### src/rtl/mpc_defines.svh
// register offsets, field positions, reset values and mode codes of the pwm control block
// assumes byte addressing on a 32-bit apb, one register per aligned word
`ifndef MPC_DEFINES_SVH
`define MPC_DEFINES_SVH

`define MPC_OFF_CTRL1     8'h00
`define MPC_OFF_CTRL2     8'h04
`define MPC_OFF_DEAD      8'h08
`define MPC_OFF_DMAP      8'h0c
`define MPC_OFF_FCTRL     8'h10
`define MPC_OFF_FSTAT     8'h14

`define MPC_C1_BANK_X_SOFT_DISABLE       7
`define MPC_C1_BANK_Y_SOFT_DISABLE       6
`define MPC_C1_IRQEN      5
`define MPC_C1_FLAG       4
`define MPC_C1_LOAD_PERMISSION       1
`define MPC_C1_EN         0

`define MPC_C2_LDFQ_LSB   6
`define MPC_C2_SEL_LSB    2
`define MPC_C2_PRSC_LSB   0

`define MPC_FC_INT_A      0
`define MPC_FC_MODE_A     1
`define MPC_FC_INT_D      6
`define MPC_FC_MODE_D     7

`define MPC_FS_LEVEL_A    0
`define MPC_FS_EVENT_A    1
`define MPC_FS_LEVEL_D    6
`define MPC_FS_EVENT_D    7

`define MPC_RST_BYTE      8'h00
`define MPC_ISENS_SOFT    2'b00

`endif

### src/rtl/mpc_pkg.sv
// types shared by the pwm control block
// assumes nothing beyond a systemverilog tool
package mpc_pkg;

    typedef enum logic [1:0] {DRV_OFF, DRV_WAIT, DRV_ON} mpc_drv_t;

    typedef struct packed {
        logic [7:0] rdata;
        logic       dis_x;
        logic       dis_y;
        logic       irq_en;
        logic       flag;
        logic       flag_armed;
        logic       load_permission;
        logic       en;
        logic [1:0] ldfq_buf;
        logic [2:0] sel_buf;
        logic [1:0] prsc_buf;
        logic [1:0] prsc_act;
        logic [2:0] sel_act;
        logic [7:0] dead;
        logic       dead_done;
        logic [7:0] dmap;
        logic       dmap_done;
        logic [3:0] fctl;
        logic       dis_x_hold;
        logic       dis_y_hold;
        mpc_drv_t   drv;
    } mpc_top_state_t;

    typedef struct packed {
        logic [1:0] s1;
        logic [1:0] s2;
        logic [1:0] prev;
        logic [1:0] flag;
        logic [1:0] hold;
    } mpc_flt_state_t;

    // low-bit mask for a divide-by-2^code setting
    function automatic logic [2:0] mpc_div_mask(input logic [1:0] code);
        logic [2:0] m;
        m = 3'h0;
        unique case (code)
            2'h0: m = 3'h0;
            2'h1: m = 3'h1;
            2'h2: m = 3'h3;
            2'h3: m = 3'h7;
        endcase
        return m;
    endfunction

endpackage

### src/rtl/mpc_cycle_if.sv
// link between the control registers and the cycle timer
// assumes both ends run on mclk
`timescale 1ns/1ns
interface mpc_cycle_if #(parameter int CNT_W = 12);
    logic             run;
    logic [1:0]       prsc;
    logic [1:0]       ldfq_buf;
    logic [CNT_W-1:0] modulus;
    logic             cycle_start;
    logic             load_start;

    modport ctrl (output run, prsc, ldfq_buf, modulus, input cycle_start, load_start);
    modport gen  (input run, prsc, ldfq_buf, modulus, output cycle_start, load_start);
endinterface

### src/rtl/mpc_ctrl_top.sv
// control and fault registers of a six-channel motor pwm generator, apb slave
// assumes an external counter and value registers joined by the load and select strobes
//
// Summary of operation
// - soft disable forces mapped pins off; clearing waits for next pwm cycle or manual output select.
// - reload interrupt pending while reload flag and its enable are both set.
// - reload flag sets at every reload cycle start, regardless of load permission.
// - flag clears only by read-while-set then write 0, unless reload intervenes.
// - clearing reload flag removes reload interrupt, fault interrupts untouched.
// - buffered prescaler transfers only at a load cycle start with permission set.
// - software may clear load permission; hardware clears it after transfer.
// - enable clear stops generator and floats pins unless manual control active.
// - with software correction selected, select bits sampled each pwm cycle start.
// - reads return buffered rate, select and prescaler bits.
// - pair select bit 0 picks odd value register, 1 picks even.
// - prescaler divides bus clock by 1, 2, 4 or 8.
// - nonzero prescaler delays pin drive one full pwm cycle after enable.
// - dead time counts bus cycles, unaffected by prescaler.
// - dead time register takes only its first write after reset.
// - disable map picks pins forced off; takes only first write after reset.
// - fault mode bit chooses automatic or manual output recovery.
// - fault interrupt enable gates only the interrupt; outputs always disabled.
// - fault rising edge sets its flag within two cycles; cleared by acknowledge.
// - fault status shows each fault pin's present level, read only.
// - first enable causes an immediate reload, flag and interrupt.
//
// Register access over APB and the address map were decided locally.
`timescale 1ns/1ns
`include "mpc_defines.svh"
module mpc_ctrl_top #(
    parameter int ADDR_W = 8,
    parameter int CNT_W  = 12
) (
    input  wire logic              mclk,
    input  wire logic              rst,
    input  wire logic              psel,
    input  wire logic              penable,
    input  wire logic              pwrite,
    input  wire logic [ADDR_W-1:0] paddr,
    input  wire logic [31:0]       pwdata,
    input  wire logic [3:0]        pstrb,
    output logic      [31:0]       prdata,
    output logic                   pready,
    output logic                   pslverr,
    input  wire logic [CNT_W-1:0]  period_modulus,
    input  wire logic              manual_output_select,
    input  wire logic [1:0]        current_sense_config,
    input  wire logic              fault_a_in,
    input  wire logic              fault_d_in,
    input  wire logic              fault_a_ack,
    input  wire logic              fault_d_ack,
    output logic                   generator_run,
    output logic      [1:0]        active_prescale,
    output logic                   value_load,
    output logic      [2:0]        pair_value_select,
    output logic      [7:0]        dead_time_cycles,
    output logic      [5:0]        pwm_force_off,
    output logic      [5:0]        pwm_pin_oe,
    output logic                   pwm_cycle_start,
    output logic                   reload_irq,
    output logic                   fault_irq
);
    mpc_pkg::mpc_top_state_t st_ff;
    mpc_pkg::mpc_top_state_t nxt_st;

    mpc_cycle_if #(.CNT_W(CNT_W)) cyc ();

    logic       acc;
    logic       wr;
    logic       rd_done;
    logic       setup_rd;
    logic       addr_ok;
    logic       load_now;
    logic       recover_tick;
    logic [1:0] eff_prsc;
    logic [1:0] fault_event;
    logic [1:0] fault_level;
    logic [1:0] fault_hold;
    logic [5:0] mask_x;
    logic [5:0] mask_y;
    logic [7:0] rd_mux;

    initial begin
        if (ADDR_W < 8 || ADDR_W > 32) $error("mpc_ctrl_top: ADDR_W out of range");
    end

    function automatic logic hit(input logic [ADDR_W-1:0] a, input logic [7:0] off);
        return a == ADDR_W'(off);
    endfunction

    assign cyc.run = st_ff.en;
    assign cyc.prsc = st_ff.prsc_act;
    assign cyc.ldfq_buf = st_ff.ldfq_buf;
    assign cyc.modulus = period_modulus;

    mpc_cycle_gen #(.CNT_W(CNT_W)) u_cycle (
        .mclk (mclk),
        .rst  (rst),
        .cyc  (cyc.gen)
    );

    assign recover_tick = cyc.cycle_start | manual_output_select;

    mpc_fault_in u_fault (
        .mclk         (mclk),
        .rst          (rst),
        .fault_pin    ({fault_d_in, fault_a_in}),
        .fault_ack    ({fault_d_ack, fault_a_ack}),
        .auto_mode    ({st_ff.fctl[3], st_ff.fctl[1]}),
        .recover_tick (recover_tick),
        .fault_event  (fault_event),
        .fault_level  (fault_level),
        .fault_hold   (fault_hold)
    );

    assign acc = psel && penable;
    assign wr = acc && pwrite && pstrb[0];
    assign rd_done = acc && !pwrite;
    assign setup_rd = psel && !penable && !pwrite;
    assign addr_ok = hit(paddr, `MPC_OFF_CTRL1) || hit(paddr, `MPC_OFF_CTRL2)
                  || hit(paddr, `MPC_OFF_DEAD) || hit(paddr, `MPC_OFF_DMAP)
                  || hit(paddr, `MPC_OFF_FCTRL) || hit(paddr, `MPC_OFF_FSTAT);
    assign load_now = cyc.load_start && st_ff.load_permission;
    assign eff_prsc = load_now ? st_ff.prsc_buf : st_ff.prsc_act;

    always_comb
    begin
        rd_mux = 8'h00;
        if (hit(paddr, `MPC_OFF_CTRL1))
            rd_mux = {st_ff.dis_x, st_ff.dis_y, st_ff.irq_en, st_ff.flag,
                      2'b00, st_ff.load_permission, st_ff.en};
        else if (hit(paddr, `MPC_OFF_CTRL2))
            rd_mux = {st_ff.ldfq_buf, 1'b0, st_ff.sel_buf, st_ff.prsc_buf};
        else if (hit(paddr, `MPC_OFF_DEAD))
            rd_mux = st_ff.dead;
        else if (hit(paddr, `MPC_OFF_DMAP))
            rd_mux = st_ff.dmap;
        else if (hit(paddr, `MPC_OFF_FCTRL))
            rd_mux = {st_ff.fctl[3], st_ff.fctl[2], 4'h0, st_ff.fctl[1], st_ff.fctl[0]};
        else if (hit(paddr, `MPC_OFF_FSTAT))
            rd_mux = {fault_event[1], fault_level[1], 4'h0,
                      fault_event[0], fault_level[0]};
    end

    always_comb
    begin
        nxt_st = st_ff;
        if (setup_rd)
            nxt_st.rdata = rd_mux;

        // reload flag and clear sequence
        if (rd_done && hit(paddr, `MPC_OFF_CTRL1) && st_ff.flag)
            nxt_st.flag_armed = 1'b1;
        if (wr && hit(paddr, `MPC_OFF_CTRL1))
        begin
            nxt_st.dis_x = pwdata[`MPC_C1_BANK_X_SOFT_DISABLE];
            nxt_st.dis_y = pwdata[`MPC_C1_BANK_Y_SOFT_DISABLE];
            nxt_st.irq_en = pwdata[`MPC_C1_IRQEN];
            nxt_st.en = pwdata[`MPC_C1_EN];
            nxt_st.flag_armed = 1'b0;
            if (st_ff.flag_armed && !pwdata[`MPC_C1_FLAG])
                nxt_st.flag = 1'b0;
        end
        if (cyc.load_start)
        begin
            nxt_st.flag = 1'b1;
            nxt_st.flag_armed = 1'b0;
        end

        // load permission and transfer of buffered values
        if (load_now)
        begin
            nxt_st.prsc_act = st_ff.prsc_buf;
            nxt_st.load_permission = 1'b0;
        end
        if (wr && hit(paddr, `MPC_OFF_CTRL1))
            nxt_st.load_permission = pwdata[`MPC_C1_LOAD_PERMISSION];

        if (wr && hit(paddr, `MPC_OFF_CTRL2))
        begin
            nxt_st.ldfq_buf = pwdata[`MPC_C2_LDFQ_LSB +: 2];
            nxt_st.sel_buf = pwdata[`MPC_C2_SEL_LSB +: 3];
            nxt_st.prsc_buf = pwdata[`MPC_C2_PRSC_LSB +: 2];
        end
        if (cyc.cycle_start && current_sense_config == `MPC_ISENS_SOFT)
            nxt_st.sel_act = st_ff.sel_buf;

        // write-once dead time and disable map, then fault control
        if (wr && hit(paddr, `MPC_OFF_DEAD) && !st_ff.dead_done)
        begin
            nxt_st.dead = pwdata[7:0];
            nxt_st.dead_done = 1'b1;
        end
        if (wr && hit(paddr, `MPC_OFF_DMAP) && !st_ff.dmap_done)
        begin
            nxt_st.dmap = pwdata[7:0];
            nxt_st.dmap_done = 1'b1;
        end
        if (wr && hit(paddr, `MPC_OFF_FCTRL))
            nxt_st.fctl = {pwdata[`MPC_FC_MODE_D], pwdata[`MPC_FC_INT_D],
                           pwdata[`MPC_FC_MODE_A], pwdata[`MPC_FC_INT_A]};

        // soft disable holds until the next cycle boundary or manual output select
        if (st_ff.dis_x)
            nxt_st.dis_x_hold = 1'b1;
        else if (recover_tick)
            nxt_st.dis_x_hold = 1'b0;
        if (st_ff.dis_y)
            nxt_st.dis_y_hold = 1'b1;
        else if (recover_tick)
            nxt_st.dis_y_hold = 1'b0;

        // pin drive start
        unique case (st_ff.drv)
            mpc_pkg::DRV_OFF:
                if (st_ff.en)
                    nxt_st.drv = (eff_prsc != 2'h0) ? mpc_pkg::DRV_WAIT : mpc_pkg::DRV_ON;
            mpc_pkg::DRV_WAIT:
                if (cyc.cycle_start)
                    nxt_st.drv = mpc_pkg::DRV_ON;
            mpc_pkg::DRV_ON:
                nxt_st.drv = mpc_pkg::DRV_ON;
        endcase
        if (!st_ff.en)
            nxt_st.drv = mpc_pkg::DRV_OFF;
    end

    always_ff @(posedge mclk)
    begin
        if (rst)
        begin
            st_ff <= '0;
            st_ff.drv <= mpc_pkg::DRV_OFF;
        end
        else
            st_ff <= nxt_st;
    end

    // reserved control bits are never stored, so a stray 1 cannot reach the value path

    assign mask_x = {2'b00, st_ff.dmap[3:0]};
    assign mask_y = {st_ff.dmap[5:4], 4'h0};

    assign prdata = {24'h000000, st_ff.rdata};
    assign pready = 1'b1;
    assign pslverr = acc && !addr_ok;
    assign generator_run = st_ff.en;
    assign active_prescale = st_ff.prsc_act;
    assign value_load = load_now;
    assign pair_value_select = st_ff.sel_act;
    assign dead_time_cycles = st_ff.dead;
    assign pwm_force_off = ({6{st_ff.dis_x | st_ff.dis_x_hold | fault_hold[0]}} & mask_x)
                         | ({6{st_ff.dis_y | st_ff.dis_y_hold | fault_hold[1]}} & mask_y);
    assign pwm_pin_oe = {6{(st_ff.en && st_ff.drv == mpc_pkg::DRV_ON)
                           || manual_output_select}};
    assign pwm_cycle_start = cyc.cycle_start;
    assign reload_irq = st_ff.flag && st_ff.irq_en;
    assign fault_irq = |(fault_event & {st_ff.fctl[2], st_ff.fctl[0]});
endmodule // mpc_ctrl_top

### src/rtl/mpc_cycle_gen.sv
// prescaler, pwm cycle timer and load cycle scheduler
// assumes an active modulus from the value registers and a same-clock run level
`timescale 1ns/1ns
module mpc_cycle_gen #(
    parameter int CNT_W = 12
) (
    input  wire logic   mclk,
    input  wire logic   rst,
    mpc_cycle_if.gen    cyc
);
    typedef struct packed {
        logic [2:0]       presc;
        logic [CNT_W-1:0] cnt;
        logic [2:0]       ld_cnt;
        logic [1:0]       ldfq_act;
        logic             run_d;
    } mpc_cyc_state_t;

    mpc_cyc_state_t st_ff;
    mpc_cyc_state_t nxt_st;
    logic           tick;
    logic           ld_end;
    logic [2:0]     pmask;

    initial begin
        if (CNT_W < 2 || CNT_W > 16) $error("mpc_cycle_gen: CNT_W out of range");
    end

    always_comb
    begin
        nxt_st = st_ff;
        pmask = mpc_pkg::mpc_div_mask(cyc.prsc);
        tick = cyc.run && ((st_ff.presc & pmask) == pmask);
        cyc.cycle_start = tick && (st_ff.cnt == CNT_W'(cyc.modulus - 1'b1));
        ld_end = cyc.cycle_start && (st_ff.ld_cnt == mpc_pkg::mpc_div_mask(st_ff.ldfq_act));
        cyc.load_start = (cyc.run && !st_ff.run_d) || ld_end;
        nxt_st.run_d = cyc.run;
        if (!cyc.run)
        begin
            nxt_st.presc = 3'h0;
            nxt_st.cnt = '0;
            nxt_st.ld_cnt = 3'h0;
        end
        else
        begin
            nxt_st.presc = 3'(st_ff.presc + 3'h1);
            if (tick)
                nxt_st.cnt = cyc.cycle_start ? '0 : CNT_W'(st_ff.cnt + 1'b1);
            if (cyc.load_start)
                nxt_st.ld_cnt = 3'h0;
            else if (cyc.cycle_start)
                nxt_st.ld_cnt = 3'(st_ff.ld_cnt + 3'h1);
        end
        if (cyc.load_start)
            nxt_st.ldfq_act = cyc.ldfq_buf;
    end

    always_ff @(posedge mclk)
    begin
        if (rst)
            st_ff <= '0;
        else
            st_ff <= nxt_st;
    end
endmodule // mpc_cycle_gen

### src/rtl/mpc_fault_in.sv
// fault pin synchronisers, event flags and output hold with recovery
// assumes asynchronous fault pins and one-cycle acknowledge pulses
`timescale 1ns/1ns
module mpc_fault_in (
    input  wire logic       mclk,
    input  wire logic       rst,
    input  wire logic [1:0] fault_pin,
    input  wire logic [1:0] fault_ack,
    input  wire logic [1:0] auto_mode,
    input  wire logic       recover_tick,
    output logic      [1:0] fault_event,
    output logic      [1:0] fault_level,
    output logic      [1:0] fault_hold
);
    mpc_pkg::mpc_flt_state_t st_ff;
    mpc_pkg::mpc_flt_state_t nxt_st;
    logic [1:0]              rise;
    logic [1:0]              release_ok;

    always_comb
    begin
        nxt_st = st_ff;
        rise = st_ff.s2 & ~st_ff.prev;
        nxt_st.s1 = fault_pin;
        nxt_st.s2 = st_ff.s1;
        nxt_st.prev = st_ff.s2;
        nxt_st.flag = (st_ff.flag & ~fault_ack) | rise;
        release_ok = {2{recover_tick}} & ~st_ff.s2 & (auto_mode | ~st_ff.flag);
        nxt_st.hold = rise | (st_ff.hold & ~release_ok);
    end

    always_ff @(posedge mclk)
    begin
        if (rst)
            st_ff <= '0;
        else
            st_ff <= nxt_st;
    end

    assign fault_event = st_ff.flag | rise;
    assign fault_level = st_ff.s2;
    assign fault_hold = st_ff.hold | rise;
endmodule // mpc_fault_in

### config.mk
export PLATFORM = sky130hd
export DESIGN_NAME = mpc_ctrl_top
export DESIGN_NICKNAME = d
export VERILOG_FILES = /design/src/rtl/mpc_pkg.sv /design/src/rtl/mpc_cycle_if.sv /design/src/rtl/mpc_ctrl_top.sv /design/src/rtl/mpc_cycle_gen.sv /design/src/rtl/mpc_fault_in.sv
export VERILOG_INCLUDE_DIRS = /design/src /design/src/rtl
export SDC_FILE = /design/constraint.sdc
export NUM_CORES = 1
export LEC_CHECK = 0
export BUFFER_PORTS_ARGS = -buffer_cell sky130_fd_sc_hd__buf_2
export CELL_PAD_IN_SITES_DETAIL_PLACEMENT = 0
export CELL_PAD_IN_SITES_GLOBAL_PLACEMENT = 1
export CORE_ASPECT_RATIO = 1.5
export CORE_MARGIN = 1
export CORE_UTILIZATION = 39
export CTS_CLUSTER_DIAMETER = 30
export DETAILED_ROUTE_END_ITERATION = 8
export PLACE_DENSITY = 0.79
export SLEW_MARGIN = 5
export SYNTH_ARGS = -nofsm -noshare
export SYNTH_HDL_FRONTEND = slang
export SYNTH_HIERARCHICAL = 1
export SYNTH_SLANG_ARGS = --single-unit
### constraint.sdc
create_clock -name mclk -period 3.68 [get_ports mclk]
set_clock_uncertainty 0.1 [all_clocks]
set_input_delay 0.184 -clock mclk [delete_from_list [all_inputs] [get_ports mclk]]
set_output_delay 0.184 -clock mclk [all_outputs]
set_load 0.05 [all_outputs]
### After elaboration in Yosys (flattened, before gate mapping)

Index checks and enable logic that the tools add are counted.

* add/sub/neg operators: 4
* multipliers: 0
* div/mod/pow operators: 0
* magnitude comparators: 0
* equal/unequal tests: 17
* shift operators: 0
* muxes and demuxes: 22
* bitwise logic cells: 26
* reduce and logical (&&, ||, !) cells: 55

Operator list (number)
* 2-to-1 mux 8 bit: 6
* logical AND 1 bit: 25
* case mux 3 bit (4 select lines): 2
* equality test 8 x 4 -> 1 bit (second input constant): 2
* equality test 8 x 5 -> 1 bit (second input constant): 2
* adder 12 x 1 -> 12 bit (second input constant): 1
* bitwise AND 2 bit: 6
* equality test 12 bit: 1
* 2-to-1 mux 12 bit: 1
* nonzero test 2 bit: 6
* subtractor 12 x 1 -> 12 bit (second input constant): 1
* equality test 2 bit (second input constant): 5
* 2-to-1 mux 2 bit: 5
* NOT 2 bit: 5
* bitwise OR 2 bit: 5
* equality test 8 x 3 -> 1 bit (second input constant): 1
* zero test 2 bit: 4
* zero test 8 bit: 1
* zero test 1 bit: 7
* logical OR 1 bit: 7
* 2-to-1 mux 1 bit: 7
* adder 3 x 1 -> 3 bit (second input constant): 2
* bitwise AND 6 x 4 -> 6 bit: 1
* bitwise AND 6 bit: 1
* other kinds (11): 20

* register bits after elaboration: 84
* latch bits: 0
* RAM bits: 0
* bits in read-only memories: 0
* output and inout bits: 64
* word-level logic and storage cells: 155
* memories kept: 0

### Logic depth before layout (Yosys ltp)

Gate-level depths: netlist (run 1).

* word-level depth: 13
* depth in mapped cells: 14

### Cells and area by module

The synthesis (run 1) kept the hierarchy.

Modules (own cells, without submodules)
* mpc_ctrl_top: times used 1, cells each 325, area each 2967.8 um^2, seq. area each 1061.0 um^2
* mpc_cycle_gen: times used 1, cells each 178, area each 1496.4 um^2, seq. area each 420.4 um^2
* mpc_fault_in: times used 1, cells each 37, area each 379.1 um^2, seq. area each 200.2 um^2

### Worst setup path after synthesis (run 1)

Ideal clock, no wire load.

* kind: input to register
* from: input port period_modulus[3]
* to: register st_ff, in the netlist pair_value_select[0]
* setup time: 0.128 ns
* data arrival time: 3.013 ns
* data required time: 3.452 ns
* setup slack: 0.440 ns
* stages on the path: 10
* path buffers: 2
* path through: or4_4 > or4_1 > a22o_1 > or3_1 > buf_6 > nor3_4 > buf_6 > nor3b_1 > mux2i_1 > nor2_1

* longest elaborated chain between the ends: 4

Ends and longest elaborated chain
* start, declared: RTL line mpc_ctrl_top.sv:45 `input wire logic [CNT_W-1:0] period_modulus,`
* subtractor 12 x 1 -> 12 bit: RTL line mpc_cycle_gen.sv:34 `cyc.cycle_start = tick && (st_ff.cnt == CNT_W'(cyc.modulus - 1'b1));`
* equality test 12 bit: RTL line mpc_cycle_gen.sv:34
* logical AND 1 bit: RTL line mpc_cycle_gen.sv:34
* via pwm_cycle_start: RTL line mpc_ctrl_top.sv:59 `output logic pwm_cycle_start,`
* logical AND 1 bit (no line)
* end signal, assigned: RTL line mpc_ctrl_top.sv:236 `st_ff <= nxt_st;`
* end, declared: RTL line mpc_ctrl_top.sv:63 `mpc_pkg::mpc_top_state_t st_ff;`

The timed path passes the listed nets, and every way through them passes these cells.
A chain may end at the register's enable or synchronous reset.

### Final worst setup path (run 1)

* from: input port period_modulus[3]
* to: output port pwm_cycle_start

* longest elaborated chain between the ends: 3

Ends and longest elaborated chain (RTL line)
* subtractor 12 x 1 -> 12 bit: mpc_cycle_gen.sv:34
* equality test 12 bit: mpc_cycle_gen.sv:34
* logical AND 1 bit: mpc_cycle_gen.sv:34
* end, declared: mpc_ctrl_top.sv:59

Every way passes these cells.

==> summary.txt, run 1 <==
status = complete, no violations
r2r endpoint = pair_value_select[0]
syn_area_per_cell = 8.969 um2
Final min period = 3.361 ns
final std cells w/o fill = 747
CTS Sinks = 84
total power = 2.193 mW
Avg Vias per Cell = 5.131
Crit Reg-Reg Startpoint = u_cycle/st_ff[16]
Reg clk slew, reported paths = 0.06 ns
xor and xnor area share after synthesis = 4.702%
Post-synth ARST share = 0%
DR WL/cell = 15.34 um
Leakage = 2.378 nW
DP HPWL = 8851 um
period utilization = 91.33%
RSZ-0062 raised after global routing = false
Post-synth EDFFs = 0
fin. max-slew vios = 0
drt first-iter violations = 99
area delta synth->final = 11.88%
Worst EP required = 3.40 ns
IO Port Bufs = 79
simple-gate portion of the synthesized area = 24.59%
Top Ports = 132
Synth area leader = dfxtp_1
synth warn = 6
worst skew pair latency = 0.34 ns
Synth top area share = 34.72%
Top FF cell, synth = dfxtp_1
cell mode on critical path = buf_2
RePlAce Congestion = 0.8675
Post-CTS Setup Bufs = 0
Routed Antenna Nets = 0
GRT Overall Usage = 18.34%
worst relative slew slack = 36.71%
Worst Hold Depth = 3
Die ar. = 12880 um2
highest clock rate = 297.5 MHz
Num CTS Buffers = 9
vias = 3833
ANT cells = 0
num rows = 49
most instantiated cells after synthesis = dfxtp_1 (84), nor2_1 (60), buf_4 (53)
mux cell area share after synthesis = 11.11%
PD cells = 404.7 nW/um2
CTS tree = built
die outline width = 92.99 um
# H-tree levels = 3
Routed Wire Length = 11460 um
register area share after synthesis = 34.72%
Distinct cells, synth = 75
most frequent cell after synthesis = dfxtp_1
Root Driver = clkbuf_16
Layout Nets = 663
layout cells sized above 1 = 23.23%
Die Y = 138.5 um
Compound-Gate Fraction of Synth Area = 10.80%
placed insts = 726
worst path cell trace = buf_2 > or4_4 > or4b_1 > a211oi_1 > nor2_1 > nor3_4 > buf_4 > buf_2
Final setup viols = 0
max incr delay on CP = 0.57 ns
Hold Startpoint = pwdata[5]
DRC = 0
initial core utilization = 40.31%
largest family of logic cells by synthesized area = simple AND/OR/NAND/NOR gates
HP Class = input pin to register
First-pass DRT Iterations = 4
Hold Crit Endpoint = mask_y[5]
Crit Path Category = input pin to output pin
Crit Path Max Fanout = 9
CP max-delay cell = or4_4
core area = 12020 um2
Adder-Cell Fraction of Synth Area = 1.550%
total gr overflow = 0
flop2flop setup slack = 0.64 ns
largest net degree at the start of global routing = 58
Register-to-Register Path Depth = 9
TNS Setup = 0 ns
first-pass GRT wire length = 18550 um
clock buffer depth = 2
Synth Instances = 540
worst-margin pin slew = 0.9406 ns
Arrival @ worst endpoint = 3.08 ns
max cap viols = 0
antenna violations before repair = 0
synth top area cells = dfxtp_1 (35%), mux2i_1 (9.7%), buf_4 (8.2%)
number of hold violations in the final report = 0
FF+latch count, synth = 84
Peak VDD IR = 0.0002884 V
CP startpoint kind = input pin
cell area after synthesis = 4843 um2
number of global-route vias before repair = 3772
Worst Setup End Kind = output pin
metal layers:
metal / vias up / routed length [um] / global-route usage [%]
met5: - / 0 / 0
li1: 1910 / - / -
met4: 0 / 227 / 6.073
met1: 1823 / 4612 / 19.80
met3: 15 / 321 / 3.740
met2: 85 / 6299 / 34.60
how the worst max path moves through the flow:
| stage | endpoint | startpoint | depth (start not counted) |
|---|---|---|---|
| 2_1_floorplan | pair_value_select[0] | period_modulus[3] | 10 |
| 3_3_place_gp | pair_value_select[1] | period_modulus[3] | 10 |
| 3_5_place_dp | pair_value_select[0] | period_modulus[3] | 10 |
| 4_1_cts | pwm_cycle_start | period_modulus[3] | 8 |
| 5_1_grt | value_load | u_cycle/st_ff[16] | 9 |
| 6_report | pwm_cycle_start | period_modulus[3] | 8 |
layout make-up:
type | instances | area (um2)
multi-input combinational | 388 | 2649
sequential | 84 | 1682
inverter | 17 | 63.81
fill | 1223 | 6598
clock buffer | 11 | 242.7
timing repair buffer | 89 | 483.0
tap | 153 | 191.4
clock inverter | 5 | 107.6
repair_timing:
action,4_1_cts,5_1_grt
resized for setup,0,0
hold buffers,5,0
hold endpoints to repair,5,0
flip-flops by register name, summed over array words and instances (netlist names):
name                 flops
active_prescale          2
cyc.ldfq_buf             2
dead_time_cycles         8
generator_run            1
mask_x                   4
mask_y                   2
pair_value_select        3
prdata                   8
st_ff                   23
u_cycle/st_ff           21
u_fault/fault_level      2
u_fault/nxt_st           2
u_fault/st_ff            6
where the power goes:
| group | switching (mW) | leakage [nW] | internal [mW] |
|---|---|---|---|
| registers | 0.00338 | 0.678 | 0.915 |
| clock network | 0.369 | 0.170 | 0.686 |
| logic | 0.161 | 1.53 | 0.0590 |
| total | 0.534 | 2.38 | 1.66 |
placed cells by master, fill, tap and decap left out, drive strengths merged, types with 18 or more instances in the layout:
master   n
dfxtp   84
inv     18
nor2    61
nor2b   20
nor3    20
mux2i   47
nand2   25
a21oi   22
buf     84
conb    25
cells by family after synthesis:
group           count (synthesis)
flops                          84
compound gates                 75
mux                            52
other cells                     2
buf+inv                        91
fa+ha+maj                       6
xor+xnor                       26
simple gates                  204
worst max-delay path: cells and delay by family:
kind                   cells  cell delay (ns)
AO/OA/AOI/OAI              1             0.51
buffers and inverters      3             0.67
AND/OR/NAND/NOR            4             1.70
stage by stage:
stage          area, um2  worst slack, ns  hold WS (ns)  util, %
2_1_floorplan       4930           0.4396        0.2122        -
6_report            5419           0.3191       0.01909    45.10
4_1_cts             5419           0.3546       0.01002    45.10
3_5_place_dp        5019           0.3025        0.3055    41.76
3_3_place_gp        5019           0.3268        0.3030    41.76
5_1_grt             5419           0.1102       0.03996    45.10
Power figures use the tool's default switching activity.
==> inputs of run 2 (changes only) <==
Settings changed: CORE_UTILIZATION 39 to 30, PLACE_DENSITY 0.79 to 0.63.
==> run 2 against run 1 <==
Net effect:
- first-iteration DRC count up 42%
- largest power group unchanged
- sequential share of layout area fell by 0.064 points
- combinational power about the same
- die area grew 29%
- count of clock-buffer cells in the layout is 1 lower
- fmax shrank 2.8%
- critical path type unchanged
==> summary.txt, run 2 (synthesized netlist as in run 1, its figures left out) <==
status = complete, no violations
fin. max-slew vios = 0 (unchanged)
Worst EP required = 3.40 ns (about the same)
clock buffer depth = 2 (unchanged)
placed inst area = 5074 um2 (+1.1%)
Die Y = 157.6 um (+14%)
die outline width = 105.7 um (+14%)
vias = 3811 (-0.57%)
antenna violations before repair = 0 (unchanged)
Peak VDD IR = 0.0002522 V (-13%)
number of hold violations in the final report = 0 (unchanged)
commonest non-fill, non-tap cell in the layout = dfxtp_1
num rows = 56 (+14%)
Root Driver = clkbuf_16
largest net degree at the start of global routing = 50 (-14%)
IO Port Bufs = 79 (unchanged)
Final setup viols = 0 (unchanged)
Final Instance Area = 5430 um2 (+0.21%)
Leakage = 2.356 nW (-0.91%)
Num CTS Buffers = 9 (unchanged)
DRC = 0 (unchanged)
max reg flops = 23 (unchanged)
first-pass GRT wire length = 19060 um (+2.7%)
drt first-iter violations = 141 (+42%)
DR WL/cell = 15.42 um (+0.48%)
HP Class = input pin to register
area delta synth->final = 12.12%
CP startpoint kind = input pin
Final WS setup = 0.2227 ns (-0.09646 ns)
worst skew pair latency = 0.34 ns (about the same)
CTS tree = built
flop2flop setup slack = 0.70 ns (+0.06 ns)
Crit Path Category = input pin to output pin
Top Ports = 132 (unchanged)
Reg clk slew, reported paths = 0.06 ns (about the same)
pre-CTS setup slack = 0.2713 ns (-0.03120 ns)
worst relative slew slack = 39.97% (+3.3 points)
RePlAce Congestion = 0.8221 (-5.2%)
# H-tree levels = 3 (unchanged)
Avg Vias per Cell = 4.800 (-6.5%)
Arrival @ worst endpoint = 3.17 ns (+0.09 ns)
worst-margin pin slew = 0.8922 ns (-0.04838 ns)
total power = 2.127 mW (-3.0%)
core area = 15700 um2 (+31%)
initial core utilization = 30.86% (-9.4 points)
First-pass DRT Iterations = 4 (unchanged)
total gr overflow = 0 (unchanged)
PD cells = 391.6 nW/um2 (-3.2%)
Final min period = 3.457 ns (+0.09646 ns)
Die ar. = 16670 um2 (+29%)
layout cells sized above 1 = 23.35% (+0.12 points)
Routed Antenna Nets = 0 (unchanged)
period utilization = 93.95% (+2.6 points)
DP HPWL = 9508 um (+7.4%)
ANT cells = 0 (unchanged)
largest register by flop count = st_ff
max cap viols = 0 (unchanged)
TNS Setup = 0 ns (unchanged)
Crit Path Max Fanout = 7 (-2)
Worst Setup End Kind = output pin
GRT Overall Usage = 14.86% (-3.5 points)
most frequent cells in the layout = dfxtp_1 (84), buf_2 (79), nor2_1 (60)
number of global-route vias before repair = 3762 (-0.27%)
highest clock rate = 289.2 MHz (-2.8%)
CTS resizes = 0 (unchanged)
Layout Nets = 660 (-0.45%)
largest registers = st_ff x23, u_cycle/st_ff x21
Final Core Density = 34.60% (-10 points)
Routed Wire Length = 12240 um (+6.8%)
CTS Sinks = 84 (unchanged)
RSZ-0062 raised after global routing = false
==> run 2: layout make-up <==
cell class                      count  area (um2)
Inverter                           17       63.81
Sequential cell                    84        1682
Multi-Input combinational cell    388        2649
Clock buffer                       10       239.0
Tap cell                          203       254.0
Fill cell                        1686       10260
Clock inverter                      6       87.58
Timing Repair Buffer               86       455.4
==> run 2: path summary, 6_finish.rpt <==
check             cells past startpoint         startpoint                      to
setup reg to reg                      9  u_cycle/st_ff[16]                st_ff[1]
hold / removal                        3        fault_d_ack        u_fault/st_ff[3]
setup / recovery                     10  period_modulus[3]              value_load
hold reg to reg                       1  u_fault/nxt_st[7]  u_fault/fault_level[1]
==> run 2: per-layer routing <==
metal,up-vias,routed length (um),track usage [%]
met3,29,392,2.964
met2,81,6496,28.35
met4,0,398,7.143
met1,1797,4954,15.36
li1,1904,-,-
met5,-,0,0
==> run 2: per-stage QoR <==
stage               hold slack [ns]  cells
CTS                        0.004501    794
detailed placement           0.3044    775
global placement             0.2976    775
global route                0.01320    794
floorplan                    0.2122    563
finish                     0.007173    794
==> run 2: critical path, cell delays in order <==
cell and delay (ns):
buf_2 0.15, or4_4 0.57, or4b_1 0.53, a211oi_1 0.53, o22a_1 0.26, a21oi_1 0.14
inv_1 0.19, nand2_1 0.15, inv_1 0.16, buf_2 0.29
==> run 2: timing repair <==
item                                   4_1_cts  5_1_grt
hold buffers                                 3        0
endpoints found under the hold margin        3        0
buffers inserted                             0        0
==> run 2: report_power, final <==
group	leakage, nW	switching [mW]	total (mW)	internal [mW]
clock	0.162	0.376	0.989	0.613
sequential	0.678	0.00324	0.918	0.915
combinational	1.52	0.162	0.220	0.0575
